## src/design/iww_params.svh

```systemverilog
// constants of the independent window watchdog: offsets, fields, reset values, counts
// included by the watchdog package users; holds definitions only
`ifndef IWW_PARAMS_SVH
`define IWW_PARAMS_SVH

// ****************************************
// register byte offsets
// ****************************************
`define IWW_OFF_REFRESH   8'h00
`define IWW_OFF_CTRL      8'h04
`define IWW_OFF_STATUS    8'h08
`define IWW_OFF_RSTCTL    8'h0C
`define IWW_OFF_STOPCTL   8'h10
`define IWW_OFF_IRQ_ST    8'h14
`define IWW_OFF_IRQ_CLR   8'h18
`define IWW_OFF_IRQ_EN    8'h1C

// ****************************************
// refresh sequence bytes
// ****************************************
`define IWW_REFRESH_FIRST 8'h00
`define IWW_REFRESH_LAST  8'hFF

// ****************************************
// field positions
// ****************************************
`define IWW_CTRL_TPS_LSB  0
`define IWW_CTRL_CKS_LSB  4
`define IWW_CTRL_RPES_LSB 8
`define IWW_CTRL_RPSS_LSB 12
`define IWW_RSTCTL_SEL    7
`define IWW_STOPCTL_SLC   0
`define IWW_STATUS_UF     14
`define IWW_STATUS_ERR    15
`define IWW_IRQ_UF        0
`define IWW_IRQ_ERR       1

// ****************************************
// reset values
// ****************************************
`define IWW_CTRL_RST      16'h3333
`define IWW_RSTCTL_RST    1'b0
`define IWW_STOPCTL_RST   1'b0

// ****************************************
// timeout start values per period select
// ****************************************
`define IWW_TOP_SEL0      14'h007F
`define IWW_TOP_SEL1      14'h01FF
`define IWW_TOP_SEL2      14'h03FF
`define IWW_TOP_SEL3      14'h07FF

// ****************************************
// prescaler terminal counts (ratio minus one)
// ****************************************
`define IWW_DIV_1         8'h00
`define IWW_DIV_16        8'h0F
`define IWW_DIV_32        8'h1F
`define IWW_DIV_64        8'h3F
`define IWW_DIV_128       8'h7F
`define IWW_DIV_256       8'hFF

`endif

```

## src/design/iww_pkg.sv

```systemverilog
// types of the independent window watchdog
// constants live in iww_params.svh
package iww_pkg;

    // watchdog configuration, from the option word or from the control registers
    typedef struct packed {
        logic       auto_start;
        logic       rst_irq_sel;
        logic       slcstp;
        logic [1:0] rpss;
        logic [1:0] rpes;
        logic [2:0] cks;
        logic [1:0] timeout_period_select;
    } iww_cfg_t;

    typedef enum logic [2:0] {
        ST_IDLE  = 3'b001,
        ST_COUNT = 3'b010,
        ST_STOP  = 3'b100
    } iww_state_t;

endpackage

```

## src/design/iww_top.sv

```systemverilog
// independent window watchdog with an APB register port
// assumes wdt_tick is a one-cycle enable from the dedicated watchdog clock, synchronous to pclk
//
// Summary of operation
// [RL1] counter ticks from dedicated clock through prescaler 1,16,32,64,128,256
// [RL2] 14-bit down-counter decrements once per prescaled tick
// [RL3] auto-start mode counts on its own after reset release
// [RL4] register start mode starts on refresh: write 00h then FFh
// [RL5] reset stops counting and restores counter and all registers
// [RL6] counting stops on underflow or refresh error
// [RL7] auto-start resumes after reset or after issuing the interrupt request
// [RL8] register start mode stays halted until a new refresh
// [RL9] configurable window start and end; refresh allowed only between
// [RL10] refresh outside window is an error; errors and underflow drive reset or interrupt
// [RL11] status register shows the current counter value
// [RL12] separate event pulses for underflow and refresh error
// [RL13] output telling whether counting stops in sleep mode
// [RL14] one bit picks reset or interrupt, from option word or reset control
// [RL15] period select 00 gives 128 cycles, start value 007Fh
// [RL16] FFh refreshes only if the previous refresh register write was 00h
// [RL17] start mode latched at reset release, kept until next reset
//
// Our own choices: the APB register port and the address map.
`timescale 1ns/1ps
`default_nettype none
`include "iww_params.svh"

module iww_top #(
    parameter int PRESC_W = 8
) (
    // clock and reset
    input  wire logic               pclk,
    input  wire logic               presetn,
    // apb slave
    input  wire logic               psel,
    input  wire logic               penable,
    input  wire logic               pwrite,
    input  wire logic [7:0]         paddr,
    input  wire logic [31:0]        pwdata,
    output logic [31:0]             prdata,
    output logic                    pready,
    output logic                    pslverr,
    // count source and system state
    input  wire logic               wdt_tick,
    input  wire logic               sleep_mode,
    input  wire iww_pkg::iww_cfg_t  option_config_word,
    // watchdog outputs
    output logic                    wdt_reset_req,
    output logic                    nmi_req,
    output logic                    evt_underflow,
    output logic                    evt_refresh_err,
    output logic                    sleep_stop_ctrl,
    output logic                    irq
);

    // ****************************************
    // declarations
    // ****************************************
    iww_pkg::iww_state_t st_r;
    iww_pkg::iww_cfg_t   opt_r;
    iww_pkg::iww_cfg_t   eff;
    logic                latched_r;
    logic [15:0]         ctrl_r;
    logic                rstirq_r;
    logic                slcstp_r;
    logic [1:0]          irq_st_r, irq_en_r;
    logic [13:0]         cnt_r;
    logic                pend00_r;
    logic [31:0]         rdata_r;
    logic                reset_req_r, nmi_r, evt_uf_r, evt_err_r, slc_out_r;
    logic                wr_en, rd_setup, mapped, refresh_hit, in_window, tick, run;
    logic                underflow, ref_err, ref_ok, start_auto, resume_auto, reload;
    logic [13:0]         top, quarter, win_hi, win_lo;
    logic [31:0]         rd_val;

    // point at n quarters of the period
    function automatic logic [13:0] quarter_pt(input logic [13:0] q, input logic [2:0] n);
        logic [16:0] p;
        p = 17'(q) * 17'(n);
        return p[13:0];
    endfunction

    // ****************************************
    // apb slave
    // ****************************************
    assign wr_en    = psel && penable && pwrite;
    assign rd_setup = psel && !penable && !pwrite;
    assign pready   = 1'b1;
    assign pslverr  = psel && penable && !mapped;
    assign prdata   = rdata_r;

    always_comb
    begin
        mapped = 1'b1;
        rd_val = 32'h0000_0000;
        if (paddr == `IWW_OFF_REFRESH)
            rd_val = 32'h0000_0000;
        else if (paddr == `IWW_OFF_CTRL)
            rd_val = {16'h0000, ctrl_r};
        else if (paddr == `IWW_OFF_STATUS)
            rd_val = {16'h0000, irq_st_r[`IWW_IRQ_ERR], irq_st_r[`IWW_IRQ_UF], cnt_r}; // [RL11]
        else if (paddr == `IWW_OFF_RSTCTL)
            rd_val = {24'h00_0000, rstirq_r, 7'h00};
        else if (paddr == `IWW_OFF_STOPCTL)
            rd_val = {31'h0000_0000, slcstp_r};
        else if (paddr == `IWW_OFF_IRQ_ST)
            rd_val = {30'h0000_0000, irq_st_r};
        else if (paddr == `IWW_OFF_IRQ_CLR)
            rd_val = 32'h0000_0000;
        else if (paddr == `IWW_OFF_IRQ_EN)
            rd_val = {30'h0000_0000, irq_en_r};
        else
            mapped = 1'b0;
    end

    // read data is sampled in the setup cycle so the access needs no wait state
    always_ff @(posedge pclk or negedge presetn)
    begin
        if (!presetn)
            rdata_r <= 32'h0000_0000;
        else if (rd_setup)
            rdata_r <= rd_val;
    end

    always_ff @(posedge pclk or negedge presetn)
    begin
        if (!presetn)
        begin
            ctrl_r   <= `IWW_CTRL_RST; // [RL5]
            rstirq_r <= `IWW_RSTCTL_RST;
            slcstp_r <= `IWW_STOPCTL_RST;
            irq_en_r <= 2'h0;
        end
        else if (wr_en)
        begin
            if (paddr == `IWW_OFF_CTRL)
                ctrl_r <= pwdata[15:0];
            else if (paddr == `IWW_OFF_RSTCTL)
                rstirq_r <= pwdata[`IWW_RSTCTL_SEL];
            else if (paddr == `IWW_OFF_STOPCTL)
                slcstp_r <= pwdata[`IWW_STOPCTL_SLC];
            else if (paddr == `IWW_OFF_IRQ_EN)
                irq_en_r <= pwdata[1:0];
        end
    end

    // ****************************************
    // mode latch and effective configuration
    // ****************************************
    // the option word is caught on the first edge after reset release, never by the reset itself
    always_ff @(posedge pclk or negedge presetn)
    begin
        if (!presetn)
        begin
            latched_r <= 1'b0;
            opt_r     <= '0;
        end
        else if (!latched_r)
        begin
            latched_r <= 1'b1; // [RL17]
            opt_r     <= option_config_word;
        end
    end

    always_comb
    begin
        if (opt_r.auto_start)
            eff = opt_r; // [RL14]
        else
        begin
            eff             = '0;
            eff.rst_irq_sel = rstirq_r; // [RL14]
            eff.slcstp      = slcstp_r;
            eff.rpss        = ctrl_r[`IWW_CTRL_RPSS_LSB +: 2];
            eff.rpes        = ctrl_r[`IWW_CTRL_RPES_LSB +: 2];
            eff.cks         = ctrl_r[`IWW_CTRL_CKS_LSB +: 3];
            eff.timeout_period_select = ctrl_r[`IWW_CTRL_TPS_LSB +: 2];
        end
    end

    always_comb
    begin
        case (eff.timeout_period_select)
            2'h0:    top = `IWW_TOP_SEL0; // [RL15]
            2'h1:    top = `IWW_TOP_SEL1;
            2'h2:    top = `IWW_TOP_SEL2;
            default: top = `IWW_TOP_SEL3;
        endcase
    end

    // ****************************************
    // refresh sequence and window
    // ****************************************
    always_ff @(posedge pclk or negedge presetn)
    begin
        if (!presetn)
            pend00_r <= 1'b0;
        else if (wr_en && paddr == `IWW_OFF_REFRESH)
            pend00_r <= (pwdata[7:0] == `IWW_REFRESH_FIRST); // [RL16]
    end

    assign refresh_hit = wr_en && (paddr == `IWW_OFF_REFRESH) && pend00_r
                         && (pwdata[7:0] == `IWW_REFRESH_LAST); // [RL16]

    // window start counts quarters down from the top, window end quarters up from zero
    assign quarter   = (top + 14'h0001) >> 2;
    assign win_hi    = quarter_pt(quarter, 3'h4 - {1'b0, eff.rpss}) - 14'h0001; // [RL9]
    assign win_lo    = quarter_pt(quarter, {1'b0, eff.rpes}); // [RL9]
    assign in_window = (cnt_r <= win_hi) && (cnt_r >= win_lo); // [RL9]

    // ****************************************
    // counting state machine
    // ****************************************
    assign run         = (st_r == iww_pkg::ST_COUNT) && !(sleep_mode && eff.slcstp);
    assign ref_err     = (st_r == iww_pkg::ST_COUNT) && refresh_hit && !in_window; // [RL10]
    assign underflow   = (st_r == iww_pkg::ST_COUNT) && tick && (cnt_r == 14'h0000) && !refresh_hit;
    assign ref_ok      = refresh_hit && !opt_r.auto_start && latched_r
                         && ((st_r != iww_pkg::ST_COUNT) || in_window); // [RL4] [RL8]
    assign start_auto  = latched_r && opt_r.auto_start && (st_r == iww_pkg::ST_IDLE); // [RL3]
    assign resume_auto = opt_r.auto_start && eff.rst_irq_sel && (st_r == iww_pkg::ST_STOP); // [RL7]
    assign reload      = ref_ok || start_auto || resume_auto;

    iww_prescaler #(
        .CNT_W    (PRESC_W)
    ) u_presc (
        .pclk     (pclk),
        .presetn  (presetn),
        .run      (run),
        .clr      (reload),
        .sel      (eff.cks),
        .tick_in  (wdt_tick),
        .tick_out (tick)
    );

    always_ff @(posedge pclk or negedge presetn)
    begin
        if (!presetn)
            st_r <= iww_pkg::ST_IDLE; // [RL5]
        else
        begin
            case (st_r)
                iww_pkg::ST_IDLE:
                    if (reload)
                        st_r <= iww_pkg::ST_COUNT;
                iww_pkg::ST_COUNT:
                    if (underflow || ref_err)
                        st_r <= iww_pkg::ST_STOP; // [RL6]
                iww_pkg::ST_STOP:
                    if (reload)
                        st_r <= iww_pkg::ST_COUNT; // [RL7] [RL8]
                default:
                    st_r <= iww_pkg::ST_IDLE;
            endcase
        end
    end

    // the counter holds at zero after an underflow rather than wrapping
    always_ff @(posedge pclk or negedge presetn)
    begin
        if (!presetn)
            cnt_r <= 14'h0000; // [RL5]
        else if (reload)
            cnt_r <= top; // [RL4]
        else if (tick && cnt_r != 14'h0000)
            cnt_r <= cnt_r - 14'h0001; // [RL2]
    end

    // ****************************************
    // outputs and interrupt
    // ****************************************
    always_ff @(posedge pclk or negedge presetn)
    begin
        if (!presetn)
        begin
            evt_uf_r    <= 1'b0;
            evt_err_r   <= 1'b0;
            nmi_r       <= 1'b0;
            reset_req_r <= 1'b0;
            slc_out_r   <= 1'b0;
        end
        else
        begin
            evt_uf_r  <= underflow; // [RL12]
            evt_err_r <= ref_err; // [RL12]
            nmi_r     <= (underflow || ref_err) && eff.rst_irq_sel; // [RL10]
            slc_out_r <= eff.slcstp; // [RL13]
            // the request stands until the system answers it with a reset
            if ((underflow || ref_err) && !eff.rst_irq_sel)
                reset_req_r <= 1'b1; // [RL10]
        end
    end

    // a new event in the clearing cycle wins over the clear
    always_ff @(posedge pclk or negedge presetn)
    begin
        if (!presetn)
            irq_st_r <= 2'h0;
        else if (wr_en && paddr == `IWW_OFF_IRQ_CLR)
            irq_st_r <= (irq_st_r & ~pwdata[1:0]) | {ref_err, underflow};
        else
            irq_st_r <= irq_st_r | {ref_err, underflow};
    end

    assign irq             = |(irq_st_r & irq_en_r);
    assign evt_underflow   = evt_uf_r;
    assign evt_refresh_err = evt_err_r;
    assign nmi_req         = nmi_r;
    assign wdt_reset_req   = reset_req_r;
    assign sleep_stop_ctrl = slc_out_r;
endmodule
`default_nettype wire

```

## src/design/iww_prescaler.sv

```systemverilog
// count-tick prescaler of the watchdog: divides the dedicated clock enable
// assumes tick_in is a one-cycle enable synchronous to pclk
`timescale 1ns/1ps
`default_nettype none
`include "iww_params.svh"

module iww_prescaler #(
    parameter int CNT_W = 8
) (
    // clock and reset
    input  wire logic             pclk,
    input  wire logic             presetn,
    // control
    input  wire logic             run,
    input  wire logic             clr,
    input  wire logic [2:0]       sel,
    input  wire logic             tick_in,
    // divided tick
    output logic                  tick_out
);

    // elaboration refuses a counter too short for the slowest ratio
    if (CNT_W < 8)
    begin : g_width_check
        $error("iww_prescaler: CNT_W must hold a divide by 256");
    end

    logic [CNT_W-1:0] cnt_r;
    logic [CNT_W-1:0] last;

    // selections above 5 fall back to the slowest ratio
    always_comb
    begin
        case (sel)
            3'h0:    last = CNT_W'(`IWW_DIV_1);
            3'h1:    last = CNT_W'(`IWW_DIV_16);
            3'h2:    last = CNT_W'(`IWW_DIV_32);
            3'h3:    last = CNT_W'(`IWW_DIV_64);
            3'h4:    last = CNT_W'(`IWW_DIV_128);
            default: last = CNT_W'(`IWW_DIV_256);
        endcase
    end

    assign tick_out = run && tick_in && (cnt_r == last); // [RL1]

    always_ff @(posedge pclk or negedge presetn)
    begin
        if (!presetn)
            cnt_r <= '0;
        else if (clr || tick_out)
            cnt_r <= '0;
        else if (run && tick_in)
            cnt_r <= cnt_r + CNT_W'(1);
    end

endmodule
`default_nettype wire

```

## config.mk

```make
export PLATFORM = sky130hd
export DESIGN_NAME = iww_top
export DESIGN_NICKNAME = d
export VERILOG_FILES = /design/src/design/iww_pkg.sv /design/src/design/iww_top.sv /design/src/design/iww_prescaler.sv
export VERILOG_INCLUDE_DIRS = /design/src /design/src/design
export SDC_FILE = /design/constraint.sdc
export NUM_CORES = 1
export LEC_CHECK = 0
export BUFFER_PORTS_ARGS = -buffer_cell sky130_fd_sc_hd__buf_2
export CAP_MARGIN = 20
export CORE_UTILIZATION = 25
export DETAILED_ROUTE_END_ITERATION = 10
export GPL_ROUTABILITY_DRIVEN = 0
export HOLD_SLACK_MARGIN = 0.02
export PLACE_DENSITY = 0.38
export SLEW_MARGIN = 20
export SYNTH_ARGS = -nofsm -noshare
export SYNTH_HDL_FRONTEND = slang
export SYNTH_SLANG_ARGS = --single-unit
```

## constraint.sdc

```tcl
create_clock -name pclk -period 6.9 [get_ports pclk]
set_clock_uncertainty 0.2 [all_clocks]
set_input_delay 1.38 -clock pclk [delete_from_list [all_inputs] [get_ports pclk]]
set_output_delay 1.38 -clock pclk [all_outputs]
set_load 0.05 [all_outputs]
```

Word level (Yosys, flattened, before mapping)

Index checks and enable logic that the tools add are counted.

Word-level logic and storage cells: 145
Output and inout port bits: 40
Bits in registers: 98
Input bits: 59

Add/subtract/negate cells: 5
Equality and inequality tests: 21
Bitwise gates (word level): 8
Reductions and logical operators: 57
Multipliers: 2
Muxes and demuxes: 27
Order comparisons: 2

Operators with widths:

| kind                                                                  | number |
|---|---|
| 32-bit 2-to-1 mux                                                     | 2 |
| 8-bit one-hot mux with 5 select lines                                 | 1 |
| 11-bit one-hot mux with 3 select lines                                | 1 |
| 8-bit by 5-bit == test with 1-bit output (second input constant)      | 4 |
| 1-bit logical AND                                                     | 29 |
| 14-bit 2-to-1 mux                                                     | 2 |
| 14-bit by 1-bit subtractor with 14-bit output (second input constant) | 2 |
| 8-bit 2-to-1 mux                                                      | 3 |
| 8-bit by 4-bit == test with 1-bit output (second input constant)      | 2 |
| 8-bit zero test                                                       | 2 |
| 16-bit 2-to-1 mux                                                     | 1 |
| 14-bit by 1-bit adder with 14-bit output (second input constant)      | 1 |
| 14-bit greater-or-equal comparator                                    | 1 |
| 14-bit <= comparator                                                  | 1 |
| 14-bit zero test                                                      | 1 |
| 12-bit by 2-bit multiplier with 14-bit output                         | 1 |
| 12-bit by 3-bit multiplier with 14-bit output                         | 1 |
| 14-bit nonzero test                                                   | 1 |
| 11-bit 2-to-1 mux                                                     | 1 |
| 2-bit 2-to-1 mux                                                      | 5 |
| 3-bit by 2-bit == test with 1-bit output (second input constant)      | 3 |
| 8-bit by 1-bit adder with 8-bit output (second input constant)        | 1 |
| 8-bit by 3-bit == test with 1-bit output (second input constant)      | 1 |
| 8-bit == test                                                         | 1 |
| 25 further kinds                                                      | 54 |

Logic depth before layout (Yosys ltp)

Word-level depth: 14
Mapped depth: 23
Mapped depth without buffers: 19

Hierarchy

Synthesis repeated with hierarchy kept, for this count alone.

Cells, all modules: 536
Area, all modules: 5225.0 sq um

Modules (own cells, without submodules):

| module        | seq. area each (sq um) | area an instance (sq um) | cells an instance | instances |
|---|---|---|---|---|
| iww_top       | 1863.0                 | 4684.5                   | 482               | 1 |
| iww_prescaler | 200.2                  | 540.5                    | 54                | 1 |

Least setup slack after synthesis

No wires, ideal clock.

Path type: reg2reg
From: register opt_r[11] (netlist bit)
To: register st_r[1]
Clock period less this slack: 5.319 ns
Slack: 1.581 ns
Setup time: 0.065 ns
Path buffers: 3
Data arrival time: 5.054 ns
Data required time: 6.635 ns
Cell stages (with the launch flop): 21
Cell sequence: dfrtp_1 -> buf_6 -> buf_2 -> buf_1 -> mux2i_1 -> ha_1 -> nand2_1 -> fa_1 -> ha_1 -> nor4b_1 -> a21oi_1 -> o21ai_0 -> or4_1 -> nand3_1 -> ha_1 -> a21oi_1 -> o21ai_0 -> a211oi_1 -> o211ai_1 -> a2111oi_0 -> or3_1

Longest elaborated chain between the ends: 14
Elaborated cells on any way between the ends: 45
Classes of those cells: 3 x add/sub; 2 x mul; 2 x order compare; 9 x eq/ne; 3 x mux; 26 x reduce/logical

RTL lines:

| element                                                           | RTL line       | RTL |
|---|---|---|
| from (decl)                                                       | iww_top.sv:60  | `iww_pkg::iww_cfg_t opt_r;` |
| from (signal assigned)                                            | iww_top.sv:161 | `opt_r <= option_config_word;` |
| 11-bit 2-to-1 mux                                                 | iww_top.sv:167 | `if (opt_r.auto_start)` |
| 2-bit == test, or another cell as far along                       | iww_top.sv:183 | `case (eff.timeout_period_select)` |
| 11-bit one-hot mux with 3 select lines                            | iww_top.sv:183 |  |
| 14-bit by 1-bit adder with 14-bit output                          | iww_top.sv:206 | `assign quarter = (top + 14'h0001) >> 2;` |
| 12-bit by 3-bit multiplier with 14-bit output                     | iww_top.sv:79  | `p = 17'(q) * 17'(n);` |
| 14-bit by 1-bit subtractor with 14-bit output                     | iww_top.sv:207 | `assign win_hi = quarter_pt(quarter, 3'h4 - {1'b0, eff.rpss}) - 14'h0001;` |
| 14-bit <= comparator                                              | iww_top.sv:209 | `assign in_window = (cnt_r <= win_hi) && (cnt_r >= win_lo);` |
| 1-bit logical AND                                                 | iww_top.sv:209 |  |
| 1-bit logical OR                                                  | iww_top.sv:218 | `&& ((st_r != iww_pkg::ST_COUNT) \|\| in_window);` |
| 1-bit logical AND                                                 | iww_top.sv:218 |  |
| 1-bit logical OR (2 in series)                                    | iww_top.sv:221 | `assign reload = ref_ok \|\| start_auto \|\| resume_auto;` |
| 2-bit by 1-bit inequality test with 1-bit output (no source line) | -              |  |
| 2-bit AND reduction (no source line) *                            | -              |  |
| to (signal assigned)                                              | iww_top.sv:238 | `st_r <= iww_pkg::ST_IDLE;` |
| to (signal assigned)                                              | iww_top.sv:244 | `st_r <= iww_pkg::ST_COUNT;` |
| to (signal assigned)                                              | iww_top.sv:247 | `st_r <= iww_pkg::ST_STOP;` |
| to (decl)                                                         | iww_top.sv:59  | `iww_pkg::iww_state_t st_r;` |

Every way passes the cells marked *; elsewhere a longest branch is shown, timed or not.
A chain may end at the register's enable or synchronous reset.

Final worst setup path

Same ends and word-level chain as after synthesis.

==> summary.md <==
| Metric | Value |
|---|---|
| Post-detailed-route DRC marker count | 0 |
| Total gr overflow | 0 |
| Pin count of the biggest net entering global routing | 63 |
| Number of placement rows | 52 |
| Synthesized instance count | about 530 |
| Total Negative Setup Slacks | 0 ps |
| Via count of the first global-routing pass | around 4.2k |
| Post-CTS Setup Repair Bufs | 0 |
| Max transition margin | approximately 31% |
| Area growth, synth to finish | 16.2% |
| Post-synthesis instance area | between 5000 and 6000 um^2 |
| Post-CTS clock slew at the launch and capture registers of the worst setup and hold paths | around 70 ps |
| Type of the worst min-delay path | reg2reg |
| Cts hold-fix bufs | 0 |
| Type of element capturing the critical path | flip-flop |
| Maximum root-to-sink buffer count | 2 |
| Drt total wl | approximately 15,000 um |
| Number of antenna diodes | 0 |
| Antenna-violating nets left | 0 |
| Clock latency at the later pin of the worst-skew pair | between 300 and 400 ps |
| Synthesis warning total | 0 |
| CORE AREA | approximately 20,000 um^2 |
| Crit path cell chain | mux2i_1 > ha_1 > nand2_1 > fa_1 > ha_1 > nor4b_1 > a21oi_1 > o21ai_0 > or4_1 > nand3_1 > ha_1 > a21oi_1 > o21ai_0 > a211oi_1 > o211ai_1 > a2111oi_0 > or3_1 |
| CP max stage cell | sky130_fd_sc_hd__dfrtp_1 |
| Crit path required time | approximately 7000 ps |
| Cells taking the most area after synthesis | sky130_fd_sc_hd__dfrtp_1 (35%), sky130_fd_sc_hd__mux2_2 (8.0%), sky130_fd_sc_hd__ha_1 (7.7%) |
| Number of detailed-routing iterations run before antenna repair | 4 |
| Count of flip-flops with a built-in enable after synthesis | 0 |
| Final period util | between 80% and 90% |
| Average vias per placed instance | just under 5 |
| Power per Cell Area | about 230 nW/um^2 |
| Vias post-DR | between 4k and 5k |
| Number of fill cells in the layout | approximately 2.2k |
| CTS Root Buffer Type | sky130_fd_sc_hd__clkbuf_16 |
| Post-synth ARST share | 100% |
| Pre-CTS worst setup slack | approximately 700 ps |
| Width of the die | roughly 150 um |
| PostCTS Resize Cnt | 0 |
| Global Route Usage Sum | between 10% and 20% |
| PortBufs | 65 |
| Kind of launch point of the worst setup path | flip-flop |
| Number of design-rule violations left by the first detailed-router iteration | 173 |
| Final min period | between 6000 and 7000 ps |
| Final hold violations | 0 |
| Routed WL per cell | 17.0 um |
| Average cell area after synthesis | 9.85 um^2 |
| Share of Yosys cell area claimed by the top area cell type | a little over a third |
| Reported max-cap violation count | 0 |
| Ports | slightly below 100 |
| Status | finished clean |
| Achievable Freq | around 160 MHz |
| Crit-path max FO | 17 |
| Post-detailed-placement half-perimeter wirelength | 11,100 um |
| Count of clock tree sinks | 82 |
| Synth area leader | sky130_fd_sc_hd__dfrtp_1 |
| WP data arrival | ~6300 ps |
| Final setup slack of the worst path | between 700 and 800 ps |
| Layout cell share with drive strength beyond 1 | between 20% and 30% |
| Die outline height | 147 um |
| Worst voltage drop across the vdd grid | 115 uV |
| Final setup viols | 0 |
| Most common cell on crit path | sky130_fd_sc_hd__ha_1 |
| Synth Flop Type | sky130_fd_sc_hd__dfrtp_1 |
| First-pass GRT wire length | ~23,000 um |
| CTS tree | done |
| Worst Tran Pin Value | a little over 1000 ps |
| Effective utilization at floorplan | about 26% |
| Delay of the slowest critical-path stage | just under 800 ps |
| Count of different cell masters after synthesis | between 50 and 60 |
| Setup repair after global routing missed its margin | no |
| Antenna violations before repair | 0 |
| Final count of pins violating max slew | 0 |
| Number of nets in the layout | between 600 and 700 |
| Count of H-tree levels built during CTS | 3 |
| Number of CTS-inserted buffers | 9 |
| Post-synthesis sequential area ratio | between 30 and 40% |
| Setup Crit Path Kind | reg2reg |
| Final standard cell area without fillers | roughly 6100 um^2 |
| Die area | between 20,000 and 25,000 um^2 |
| Number of synthesized register bits | a little over 80 |
| Standby leakage power | around 2.6 nW |
| Total placed instance area | approximately 5800 um^2 |
==> critical path: cells and delay by family (launching register included) <==
kind                     cells  cell delay, ps
multiplexers                 1             560
AND/OR/NAND/NOR              5            1040
adder cells (fa/ha/maj)      4            1440
AO/OA/AOI/OAI                7            2120
flip-flops                   1             770
==> worst paths after layout <==
check                      depth (start not counted)        from  slack, ps    endpoint
max in group asynchronous                          2     presetn       4690   opt_r[11]
hold / removal                                     2  prdata[10]        280  prdata[10]
hold reg to reg                                    2  prdata[10]        280  prdata[10]
min in group asynchronous                          1     presetn        700   ctrl_r[3]
setup reg to reg                                  17   opt_r[11]        710     st_r[1]
setup / recovery                                  17   opt_r[11]        710     st_r[1]
==> layout by cell type, fill, tap and decap left out, types with 3 or more instances in the layout <==
| master | count |
|---|---|
| sky130_fd_sc_hd__buf_4 | 5 |
| sky130_fd_sc_hd__xor2_1 | 7 |
| sky130_fd_sc_hd__nor4_1 | 7 |
| sky130_fd_sc_hd__dfrtp_1 | 73 |
| sky130_fd_sc_hd__nand2_1 | 49 |
| sky130_fd_sc_hd__a211oi_1 | 8 |
| sky130_fd_sc_hd__a32oi_1 | 3 |
| sky130_fd_sc_hd__nand3_1 | 16 |
| sky130_fd_sc_hd__o21ai_0 | 32 |
| sky130_fd_sc_hd__clkbuf_16 | 9 |
| sky130_fd_sc_hd__buf_2 | 64 |
| sky130_fd_sc_hd__fa_1 | 4 |
| sky130_fd_sc_hd__and3_1 | 8 |
| sky130_fd_sc_hd__and2_1 | 3 |
| sky130_fd_sc_hd__xnor2_1 | 10 |
| sky130_fd_sc_hd__a21oi_1 | 21 |
| sky130_fd_sc_hd__or3_1 | 13 |
| sky130_fd_sc_hd__nand3b_1 | 5 |
| sky130_fd_sc_hd__a2111oi_0 | 3 |
| sky130_fd_sc_hd__clkinvlp_4 | 3 |
| sky130_fd_sc_hd__nor3_1 | 19 |
| sky130_fd_sc_hd__a21o_1 | 7 |
| sky130_fd_sc_hd__ha_1 | 32 |
| sky130_fd_sc_hd__dfstp_2 | 9 |
| sky130_fd_sc_hd__a22oi_1 | 14 |
| sky130_fd_sc_hd__nor3b_1 | 3 |
| sky130_fd_sc_hd__and4_1 | 4 |
| sky130_fd_sc_hd__nor2b_1 | 4 |
| sky130_fd_sc_hd__mux2i_1 | 7 |
| sky130_fd_sc_hd__or2_2 | 3 |
| sky130_fd_sc_hd__nand2b_1 | 5 |
| sky130_fd_sc_hd__nand4_1 | 10 |
| sky130_fd_sc_hd__o41ai_1 | 3 |
| sky130_fd_sc_hd__a31oi_1 | 3 |
| sky130_fd_sc_hd__mux2_2 | 37 |
| sky130_fd_sc_hd__nor2_1 | 25 |
| sky130_fd_sc_hd__inv_1 | 19 |
| sky130_fd_sc_hd__conb_1 | 18 |
| sky130_fd_sc_hd__or4_1 | 6 |
==> where the power goes <==
group          leakage, nW  internal, mW  switching (mW)
combinational         1.48         0.151           0.208
clock                0.135         0.281           0.213
sequential            1.03         0.509          0.0523
total                 2.65         0.941           0.474
==> registers in the layout (all words and copies together), names as in the netlist, 2 cells and up <==
signal and cells:
irq_st_r 2, opt_r 12, st_r 3, irq_en_r 2, prdata 16, cnt_r 14, u_presc.cnt_r 8, ctrl_r 16
==> metal layers <==
metal  wire length, um  global-route usage [%]
met1              7300                    19.6
met2              6740                    22.0
met3               529                    2.88
met4               195                    3.96
met5                 0                       0
==> area by class of cell <==
class / count / area (um^2) / share of cell area, %
multi-input cells: 413 / 2950 / 48.6
flip-flops and latches: 82 / 2060 / 33.9
repair buffers: 69 / 358 / 5.89
well taps: 270 / 338 / 5.56
clock buffers: 10 / 229 / 3.77
inverters: 19 / 71.3 / 1.17
clock inverters: 6 / 66.3 / 1.09
==> cell families (layout without fill, tap and decap cells) <==
logic type	count (synthesis)	count (layout)	share of synthesized area [%]
AO/OA/AOI/OAI	110	110	14.3
XOR/XNOR	17	17	2.85
adder cells (fa/ha/maj)	36	36	9.18
buffers and inverters	52	104	5.26
flip-flops	82	82	39.4
multiplexers	45	45	9.59
other	2	18	0.144
AND/OR/NAND/NOR	187	187	19.3
==> synth_stat cells (4+ instances only) <==
cell type                  instances
sky130_fd_sc_hd__and3_1            8
sky130_fd_sc_hd__clkbuf_1         11
sky130_fd_sc_hd__dfrtp_1          73
sky130_fd_sc_hd__fa_1              4
sky130_fd_sc_hd__dfstp_2           9
sky130_fd_sc_hd__nand3_1          16
sky130_fd_sc_hd__o21ai_0          32
sky130_fd_sc_hd__nand3b_1          5
sky130_fd_sc_hd__and4_1            4
sky130_fd_sc_hd__nor2_1           25
sky130_fd_sc_hd__ha_1             32
sky130_fd_sc_hd__a21oi_1          21
sky130_fd_sc_hd__xor2_1            7
sky130_fd_sc_hd__nand4_1          10
sky130_fd_sc_hd__or4_1             6
sky130_fd_sc_hd__or3_1            13
sky130_fd_sc_hd__inv_1            19
sky130_fd_sc_hd__xnor2_1          10
sky130_fd_sc_hd__nand2b_1          5
sky130_fd_sc_hd__a21o_1            7
sky130_fd_sc_hd__nor3_1           19
sky130_fd_sc_hd__nand2_1          49
sky130_fd_sc_hd__buf_4            17
sky130_fd_sc_hd__mux2i_1           7
sky130_fd_sc_hd__nor2b_1           4
sky130_fd_sc_hd__a211oi_1          8
sky130_fd_sc_hd__nor4_1            7
sky130_fd_sc_hd__mux2_2           37
sky130_fd_sc_hd__a22oi_1          14
==> metrics by stage <==
step / utilization [%] / cells / hold WS [ps] / total power [mW]
5_1_grt: 29.8 / 869 / 309 / 1.50
2_1_floorplan: - / 547 / 249 / 0.828
3_3_place_gp: 28.4 / 853 / 256 / 0.923
6_report: 29.8 / 869 / 276 / 1.42
4_1_cts: 29.8 / 869 / 283 / 1.44
3_5_place_dp: 28.4 / 853 / 268 / 0.932
Note: power is estimated with default switching activity, not from simulation.
